--- src/ilus_consts.svh ---
// Constants for the integer logic, upper-immediate and swap slice
// Assumes 32-bit instruction words and a 32-bit classic Wishbone slave
`ifndef ILUS_CONSTS_SVH
`define ILUS_CONSTS_SVH
// ----------------------------------------
// Instruction encodings
// ----------------------------------------
`define ILUS_OP_FMT2      2'h0
`define ILUS_OP_ARITH     2'h2
`define ILUS_OP_MEM       2'h3
`define ILUS_OP2_UPPER    3'h4
`define ILUS_OP3_SWAP     6'h0F
`define ILUS_OP3_SWAP_ALT 6'h1F
`define ILUS_CC_BIT       4
`define ILUS_IMM_BIT      13
`define ILUS_UPPER_LOW    10
// ----------------------------------------
// Register map and reset values
// ----------------------------------------
`define ILUS_ADR_CFG      4'h0
`define ILUS_ADR_STATUS   4'h4
`define ILUS_ADR_COUNT    4'h8
`define ILUS_CFG_RST      16'h0201
`endif

--- src/ilus_pkg.sv ---
// Types shared by the integer logic, upper-immediate and swap slice
// Assumes ilus_consts.svh sits on the include path
package ilus_pkg;
   typedef enum logic [1:0] {
      ILUS_IDLE = 2'b00,
      ILUS_RD   = 2'b01,
      ILUS_WR   = 2'b10
   } ilus_st_e;
   typedef enum logic [2:0] {
      ILUS_TRAP_NONE   = 3'b000,
      ILUS_TRAP_ILLEG  = 3'b001,
      ILUS_TRAP_PRIV   = 3'b010,
      ILUS_TRAP_ALIGN  = 3'b011,
      ILUS_TRAP_ACCESS = 3'b100
   } ilus_trap_e;
   typedef struct packed {
      logic        valid;
      logic        wr_en;
      logic [4:0]  rd;
      logic [31:0] data;
      logic        icc_wr;
      logic [3:0]  icc;
      logic        trap_valid;
      ilus_trap_e  trap;
      logic        pc_adv;
   } ilus_res_s;
   typedef struct packed {
      logic        req;
      logic        we;
      logic        lock;
      logic [31:0] addr;
      logic [7:0]  asi;
      logic [31:0] wdata;
   } ilus_mem_s;
endpackage

--- src/ilus_exec.sv ---
// Integer execution slice: logical ops, upper-immediate load and word swap
// Assumes pipeline and memory port on clk_sys; Wishbone slave for config
//
// Summary of operation
// - Minor opcode 001111 is swap, 011111 is alternate-space swap.
// - Swap exchanges register and memory word atomically, interrupts held off.
// - Swap address is src A plus src B, or plus sign-extended immediate.
// - Alternate swap with immediate bit traps illegal; in user mode privileged.
// - Alternate swap uses instruction space id; plain swap user or supervisor.
// - Misaligned swap address traps without any memory access.
// - Write-half fault may trap after destination took loaded value.
// - Format-two opcode 100 loads upper 22 bits, clears low 10.
// - Upper-immediate load leaves condition flags alone.
// - Upper-immediate with zero destination and zero field is no-operation.
// - No-operation changes nothing but the program counters.
// - Twelve logical opcodes decoded; bit 4 selects flag-setting form.
// - Logical result is src A with src B or sign-extended immediate.
// - Only flag-setting logical forms update condition flags.
// - And-not and or-not invert the second operand first.
// - Exclusive-nor yields complement of exclusive-or.
//
// Our own choices: the Wishbone interface to the registers and the register offsets.
`include "ilus_consts.svh"
module ilus_exec (
   input  wire logic              clk_sys,
   input  wire logic              rst_n,
   input  wire logic              iss_valid,
   output logic                   iss_ready,
   input  wire logic [31:0]       iss_instr,
   input  wire logic [31:0]       iss_src_a,
   input  wire logic [31:0]       iss_src_b,
   input  wire logic [31:0]       iss_rd_val,
   input  wire logic              processor_state_word_s,
   output ilus_pkg::ilus_res_s    res,
   output logic                   atomic_busy,
   output ilus_pkg::ilus_mem_s    mem,
   input  wire logic              mem_ack,
   input  wire logic              mem_err,
   input  wire logic [31:0]       mem_rdata,
   input  wire logic              wb_cyc_i,
   input  wire logic              wb_stb_i,
   input  wire logic              wb_we_i,
   input  wire logic [3:0]        wb_adr_i,
   input  wire logic [3:0]        wb_sel_i,
   input  wire logic [31:0]       wb_dat_i,
   output logic [31:0]            wb_dat_o,
   output logic                   wb_ack_o
);
   import ilus_pkg::*;

   typedef struct packed {
      ilus_st_e    st;
      logic [31:0] addr;
      logic [7:0]  asi;
      logic [31:0] wdata;
      logic [4:0]  rd;
      logic [31:0] ld;
      ilus_res_s   res;
      logic        wb_ack;
      logic [31:0] wb_dat;
      logic [15:0] cfg;
      ilus_trap_e  last_trap;
      logic [15:0] swap_cnt;
   } ilus_state_s;

   // ----------------------------------------
   // Reset release
   // ----------------------------------------
   logic [1:0] rst_sync_q;
   logic       rst_ok_n;
   always_ff @(posedge clk_sys or negedge rst_n) begin
      if (!rst_n) begin
         rst_sync_q <= 2'b00;
      end else begin
         rst_sync_q <= {rst_sync_q[0], 1'b1};
      end
   end
   assign rst_ok_n = rst_sync_q[1];

   // ----------------------------------------
   // Helpers
   // ----------------------------------------
   function automatic logic [31:0] ilus_sext13(input logic [12:0] v);
      return {{19{v[12]}}, v};
   endfunction

   // Low three opcode bits pick the operation; bit 2 negates the operand
   function automatic logic [31:0] ilus_logic(input logic [2:0] f,
                                              input logic [31:0] a,
                                              input logic [31:0] b);
      logic [31:0] bb;
      bb = f[2] ? ~b : b;
      case (f[1:0])
         2'b01:   return a & bb;
         2'b10:   return a | bb;
         2'b11:   return f[2] ? ~(a ^ b) : (a ^ b);
         default: return 32'h0000_0000;
      endcase
   endfunction

   // ----------------------------------------
   // Decode
   // ----------------------------------------
   logic [1:0]  f_op;
   logic [5:0]  minor_opcode_field;
   logic [2:0]  format2_opcode_field;
   logic [4:0]  f_rd;
   logic        f_imm;
   logic [31:0] opnd_b;
   logic [31:0] eff_addr;
   logic        iss_fire;
   logic        is_upper;
   logic        is_nop;
   logic        is_logic;
   logic        is_swap;
   logic        is_swap_alt;
   ilus_state_s q;
   ilus_state_s d;

   assign f_op                 = iss_instr[31:30];
   assign f_rd                 = iss_instr[29:25];
   assign minor_opcode_field   = iss_instr[24:19];
   assign format2_opcode_field = iss_instr[24:22];
   assign f_imm                = iss_instr[`ILUS_IMM_BIT];
   assign opnd_b   = f_imm ? ilus_sext13(iss_instr[12:0]) : iss_src_b;
   assign eff_addr = iss_src_a + opnd_b;
   assign iss_fire = iss_valid && iss_ready;
   assign is_upper = f_op == `ILUS_OP_FMT2
                     && format2_opcode_field == `ILUS_OP2_UPPER;
   assign is_nop   = is_upper && f_rd == 5'd0 && iss_instr[21:0] == 22'd0;
   assign is_logic = f_op == `ILUS_OP_ARITH && minor_opcode_field[5] == 1'b0
                     && minor_opcode_field[3] == 1'b0
                     && minor_opcode_field[1:0] != 2'b00;
   assign is_swap     = f_op == `ILUS_OP_MEM
                        && minor_opcode_field == `ILUS_OP3_SWAP;
   assign is_swap_alt = f_op == `ILUS_OP_MEM
                        && minor_opcode_field == `ILUS_OP3_SWAP_ALT;

   // ----------------------------------------
   // Next state
   // ----------------------------------------
   always_comb begin
      logic [31:0] lres;
      lres        = ilus_logic(minor_opcode_field[2:0], iss_src_a, opnd_b);
      d           = q;
      d.res       = '0;
      d.res.rd    = q.rd;
      d.wb_ack    = 1'b0;
      case (q.st)
         ILUS_IDLE: begin
            if (iss_valid) begin
               d.res.valid  = 1'b1;
               d.res.rd     = f_rd;
               d.res.pc_adv = 1'b1;
               if (is_upper) begin
                  d.res.wr_en = !is_nop;
                  d.res.data  = {iss_instr[21:0], {`ILUS_UPPER_LOW{1'b0}}};
               end else if (is_logic) begin
                  d.res.wr_en  = 1'b1;
                  d.res.data   = lres;
                  d.res.icc_wr = minor_opcode_field[`ILUS_CC_BIT];
                  d.res.icc    = {lres[31], lres == 32'd0, 2'b00};
               end else if (is_swap || is_swap_alt) begin
                  // Traps decided before any access is issued
                  if (is_swap_alt && f_imm) begin
                     d.res.trap = ILUS_TRAP_ILLEG;
                  end else if (is_swap_alt && !processor_state_word_s) begin
                     d.res.trap = ILUS_TRAP_PRIV;
                  end else if (eff_addr[1:0] != 2'b00) begin
                     d.res.trap = ILUS_TRAP_ALIGN;
                  end else begin
                     d.res.valid  = 1'b0;
                     d.res.pc_adv = 1'b0;
                     d.st    = ILUS_RD;
                     d.addr  = eff_addr;
                     d.wdata = iss_rd_val;
                     d.rd    = f_rd;
                     d.asi   = is_swap_alt ? iss_instr[12:5]
                               : (processor_state_word_s ? q.cfg[15:8] : q.cfg[7:0]);
                  end
               end else begin
                  d.res.trap = ILUS_TRAP_ILLEG;
               end
               if (d.res.trap != ILUS_TRAP_NONE) begin
                  d.res.trap_valid = 1'b1;
                  d.res.pc_adv     = 1'b0;
                  d.last_trap      = d.res.trap;
               end
            end
         end
         ILUS_RD: begin
            if (mem_ack) begin
               if (mem_err) begin
                  d.st             = ILUS_IDLE;
                  d.res.valid      = 1'b1;
                  d.res.trap_valid = 1'b1;
                  d.res.trap       = ILUS_TRAP_ACCESS;
                  d.last_trap      = ILUS_TRAP_ACCESS;
               end else begin
                  d.ld = mem_rdata;
                  d.st = ILUS_WR;
               end
            end
         end
         ILUS_WR: begin
            if (mem_ack) begin
               d.st         = ILUS_IDLE;
               d.res.valid  = 1'b1;
               d.res.wr_en  = 1'b1;
               d.res.data   = q.ld;
               d.res.pc_adv = !mem_err;
               d.swap_cnt   = q.swap_cnt + 16'd1;
               if (mem_err) begin
                  d.res.trap_valid = 1'b1;
                  d.res.trap       = ILUS_TRAP_ACCESS;
                  d.last_trap      = ILUS_TRAP_ACCESS;
               end
            end
         end
         default: d.st = ILUS_IDLE;
      endcase
      // Wishbone slave: one wait state, unmapped reads return zero
      if (wb_cyc_i && wb_stb_i && !q.wb_ack) begin
         d.wb_ack = 1'b1;
         d.wb_dat = 32'h0000_0000;
         case (wb_adr_i)
            `ILUS_ADR_CFG: begin
               d.wb_dat = {16'h0000, q.cfg};
               if (wb_we_i && wb_sel_i[0]) begin
                  d.cfg[7:0] = wb_dat_i[7:0];
               end
               if (wb_we_i && wb_sel_i[1]) begin
                  d.cfg[15:8] = wb_dat_i[15:8];
               end
            end
            `ILUS_ADR_STATUS: d.wb_dat = {28'h000_0000, q.last_trap, q.st != ILUS_IDLE};
            `ILUS_ADR_COUNT:  d.wb_dat = {16'h0000, q.swap_cnt};
            default:          d.wb_dat = 32'h0000_0000;
         endcase
      end
   end

   always_ff @(posedge clk_sys or negedge rst_ok_n) begin
      if (!rst_ok_n) begin
         q       <= '0;
         q.st    <= ILUS_IDLE;
         q.cfg   <= `ILUS_CFG_RST;
      end else begin
         q <= d;
      end
   end

   // ----------------------------------------
   // Outputs
   // ----------------------------------------
   // Busy gates interrupts in the pipeline between read and write halves
   assign atomic_busy = q.st != ILUS_IDLE;
   assign iss_ready   = q.st == ILUS_IDLE;
   assign res         = q.res;
   assign mem.req     = q.st != ILUS_IDLE;
   assign mem.we      = q.st == ILUS_WR;
   assign mem.lock    = q.st != ILUS_IDLE;
   assign mem.addr    = q.addr;
   assign mem.asi     = q.asi;
   assign mem.wdata   = q.wdata;
   assign wb_ack_o    = q.wb_ack;
   assign wb_dat_o    = q.wb_dat;
endmodule

--- config.mk ---
export PLATFORM = sky130hd
export DESIGN_NAME = ilus_exec
export DESIGN_NICKNAME = d
export VERILOG_FILES = /design/src/ilus_pkg.sv /design/src/ilus_exec.sv
export VERILOG_INCLUDE_DIRS = /design/src /design/src/src
export SDC_FILE = /design/constraint.sdc
export NUM_CORES = 1
export LEC_CHECK = 0
export BUFFER_PORTS_ARGS = -buffer_cell sky130_fd_sc_hd__clkbuf_2
export CORE_AREA = 2 2 154 156
export DETAILED_ROUTE_END_ITERATION = 12
export DIE_AREA = 0 0 156 158
export PLACE_DENSITY = 0.87
export SLEW_MARGIN = 20
export SYNTH_ARGS = -nofsm -noshare
export SYNTH_HDL_FRONTEND = slang
export SYNTH_SLANG_ARGS = --single-unit
export TNS_END_PERCENT = 30
--- constraint.sdc ---
create_clock -name clk_sys -period 15.75 [get_ports clk_sys]
set_clock_uncertainty 0.05 [all_clocks]
set_input_delay 0.7875 -clock clk_sys [delete_from_list [all_inputs] [get_ports clk_sys]]
set_output_delay 0.7875 -clock clk_sys [all_outputs]
set_load 0.02 [all_outputs]
# == Word level (Yosys, flattened, before mapping) ==
# Cells that the tools add are included.
# word_totals
ff_bits,230
output_inout_bits,159
# op_classes
n_addsub,2
eq_ne,22
muxes,64
bitwise_logic,13
reduce_logical,37
# op_table
operator,n
2-to-1 mux 79 bit,7
2-to-1 mux 32 bit,5
2-to-1 mux 49 bit,2
case mux 32 bit (3 select lines),1
NOT 32 bit,2
case mux 32 bit (2 select lines),1
case mux 16 bit (3 select lines),1
2-to-1 mux 37 bit,1
adder 32 bit,1
AND 32 bit,1
logical NOT 32 bit,1
2-to-1 mux 8 bit,4
OR 32 bit,1
bitwise XOR 32 bit,1
2-to-1 mux 4 bit,6
logical NOT 22 bit,1
2-to-1 mux 5 bit,4
2-to-1 mux 19 bit,1
"adder 16 x 1 -> 16 bit, second input constant",1
2-to-1 mux 16 bit,1
2-to-1 mux 2 bit,8
logical AND 1 bit,14
"inequality test 2 bit, second input constant",7
2-to-1 mux 1 bit,12
27 further kinds,54

# == Depth between registers and ports, before layout ==
# logic_depth
word_depth,15
depth_mapped,14
ltp_nobuf,12

# == Least setup slack after synthesis ==
# Ideal clock, no wire load.
# synth_timing
path_type,in2reg
from,input port iss_instr[13]
to,register q (netlist bit mem[56])
arrival_time_ns,3.355
required_ns,15.571
path_slack_ns,12.216
path_stages,14
cell_sequence,buf_2 > buf_2 > mux2_2 > ha_1 > inv_1 > fa_1 > nor2b_1 > o31a_1 > o31ai_2 > nand2_1 > a31o_1 > a31oi_1 > xor2_1 > o21ai_1
# synth_between
elab_chain_len,5
elab_cells_between_ends,7
# synth_lines
element,line_no,rtl
"start, declared",ilus_exec.sv:29,"input wire logic [31:0] iss_instr,"
2-to-1 mux 32 bit,ilus_exec.sv:125,assign opnd_b = f_imm ? ilus_sext13(iss_instr[12:0]) : iss_src_b;
adder 32 bit,ilus_exec.sv:126,assign eff_addr = iss_src_a + opnd_b;
nonzero test 2 bit,ilus_exec.sv:169,end else if (eff_addr[1:0] != 2'b00) begin
NOT 1 bit (no source line),--,
AND reduction 8 bit (no source line),--,
"end, declared",ilus_exec.sv:117,ilus_state_s q;
# Parallel ways exist; a longest one is shown, timed or not.
# A chain may end at the register's enable or synchronous reset.

# == Worst setup path in the final report ==
# layout_timing
from,input port iss_instr[13]
to,register q (netlist bit mem[67])
# The elaborated chain is that of the path after synthesis.

==> flow_summary.ini <==
[run_status]
status = complete, no violations

[cts]
cts.htree.levels = 1
clk_latency_ps = 540
cts_buffer_depth = 3
tritoncts = yes
cts_made_buffers = 24
clk_pin_slew_worst_paths_ps = 60
cts_resized = 0
hold_buffers = 1
cts.sinks = 212
clockRootBuffer = clkbuf_16
post_cts_buffers = 0

[layout]
nNetsFinal = 1898
final_area_um2 = 14760
multi_input_area_um2 = 6306
fillers = 1881
syn2layout_area_growth_pct = 11.95
seq_area_um2 = 5311
drive_above_1_share_pct = 28.22

[setup_path]
critical_path.startpoint_type = primary input
critPathKind = in2reg
crit_arrival_ps = 4570
crit-reg2reg-capture = mem[67]
cp.required_ps = 16070
rr_worst_depth = 9
endpoint_kind = register
r2r_start = q[226]
cp_max_fo = 95
ff2ff_setup_slack_ps = 12910

[route]
wl_per_cell_um = 19.67
drc = 0
dr.pass1.iters = 7
ant_nets = 0
drt-initial-drc-count = 899
avgViaCountPerCell = 5.795
finalWirelength_um = 38590
vias = 11370

[sta]
period_minus_slack_ps = 4245
slew_headroom_pct = 27.65
finalCritPeriodShare_pct = 26.95
worst_slew_pin_slew_ps = 1085
hold_violations = 0
drv_slew = 0
fmax_ghz = 0.2356
setup_viol = 0
fin_setup_tns_ps = 0
rsz0062_at_grt = no

[floorplan]
rows = 56
core_area_um2 = 23050
die_x_um = 156
start_util_pct = 57.19
die-area_um2 = 24650
die_h_um = 158
ioPinCount = 368

[yosys]
synth_edf_count = 0
async_flop_share_pct = 100.0
synth_largest_area_cell = dfrtp_1
ys.flop_type = dfrtp_1
synth_area_um2 = 13180
synth.distinct_cells = 60
ys_warn_count = 0
syn_inst = 1502
synth.area.top_cells = dfrtp_1 (40%), buf_4 (8.8%), nand2_1 (6.2%)
ys_ff_latch = 212
syn_avg_cell_area_um2 = 8.778
synth_seq_area_share_pct = 40.26
synth.top_cell.area_share_pct = 39.86

[hold_path]
hold_class = reg2reg
min_from = rst_sync_q[0]
hold_path_end = rst_sync_q[1]
hold_depth = 0

[pwr]
leakagePower_uw = 0.007549
vdd_ir_drop_max_mv = 0.08244
power_density_nw_per_um2 = 106.0

[grt]
grt_max_degree = 96
grt_pass1_vias = 10886
grt-ovfl-total = 0
grt_antenna_before_repair = 3
grt_pass1_wl_um = 58150
track_usage_pct = 30.28

[job]
maxCapViolations = 0

[place]
port_buffers = 331
routabilityCongestion = 0.9334
place_area_um2 = 13880
post-dp-hpwl_um = 28720
-- per-layer routing --
layer	up-vias	routed length, um	global-route usage [%]
li1	5246	-	-
met1	5388	15430	38.77
met2	609	17510	48.10
met3	127	3395	6.488
met4	0	2249	16.78
met5	-	0	0
-- area by class of cell --
type,instances,area share (%)
Sequential cell,212,35.99
Clock inverter,8,0.7545
Timing Repair Buffer,345,12.00
Tap cell,290,2.458
Antenna cell,3,0.05086
Multi-Input combinational cell,1027,42.73
Clock buffer,36,4.985
Inverter,41,1.043
-- cells in the mapped netlist, drive strengths merged (6+ instances only) --
cell and instances:
xor2 19, clkbuf 53, buf 186, nand4 18
nor2b 8, nand2 220, nor2 108, mux2 66
inv 41, nand3 17, o21bai 6, a22oi 29
a211oi 6, and3 8, a31oi 11, nor4 12
a21o 20, xnor2 87, mux2i 15, ha 37
a21oi 138, dfrtp 210, o21ai 129
-- where the power goes --
| group | switching [uW] | internal, uW | leakage (uW) |
|---|---|---|---|
| registers | 32.4 | 593 | 0.00289 |
| logic | 210 | 142 | 0.00424 |
| clock network | 230 | 356 | 0.000416 |
-- cells by family after synthesis --
kind of cell / after synthesis / synth area share, %
DFF: 212 / 40.26
AOI/OAI and AO/OA: 369 / 16.25
other: 2 / 0.05696
buffers and inverters: 280 / 12.62
adders and majority gates: 38 / 3.663
muxes: 81 / 6.776
and+or+nand+nor: 414 / 13.33
xor gates and xnor gates: 106 / 7.042
-- flip-flops by register name, summed over array words and instances, names as in the netlist --
register / count
wb_dat_o: 16
wb_ack_o: 1
res: 47
mem: 72
q: 74
rst_sync_q: 2
-- critical path, stage by stage --
cell	delay, ps
clkbuf_2	670
mux2_2	440
ha_1	200
inv_1	80
fa_1	450
inv_1	90
nor2_1	60
nand3_1	270
or2_4	300
buf_4	690
nor3b_1	120
mux2i_1	170
o311ai_1	110
-- worst max-delay path by stage --
| stage | slack (ps) | start | endpoint | cells past startpoint |
|---|---|---|---|---|
| global route | 11330 | iss_instr[13] | mem[67] | 13 |
| global placement | 11090 | iss_instr[13] | mem[67] | 13 |
| CTS | 11600 | iss_instr[13] | mem[67] | 13 |
| detailed placement | 11040 | iss_instr[13] | mem[67] | 13 |
| finish | 11500 | iss_instr[13] | mem[67] | 13 |
| floorplan | 9360 | rst_sync_q[1] | mem[0] | 0 |
-- through the flow --
step                      setup slack (ps)  instances  total power (uW)  util, %  hold WS, ps
after floorplan                       9358       1519             885.3        -        281.2
after global placement               11090       1914             965.2    60.22        287.9
after detailed placement             11040       1914             978.7    60.22        299.6
after CTS                            11600       1959              1570    63.94        314.2
after global routing                 11330       1961              1632    64.01        321.9
final                                11500       1962              1564    64.03        324.8
-- cells in the final DEF (no fill, tap or decap), drive strengths merged, types with 6 or more instances in the layout --
master / n
clkbuf: 366
inv: 42
ha: 37
a21oi: 138
a211oi: 6
mux2i: 15
o21bai: 6
nand3: 17
xnor2: 87
dfrtp: 210
nand2: 220
and3: 8
a21o: 20
xor2: 19
nand4: 18
nor2: 108
conb: 19
nor2b: 8
a31oi: 11
a22oi: 29
buf: 14
mux2: 66
o21ai: 129
nor4: 12
Note: power is estimated with default switching activity, not from simulation.
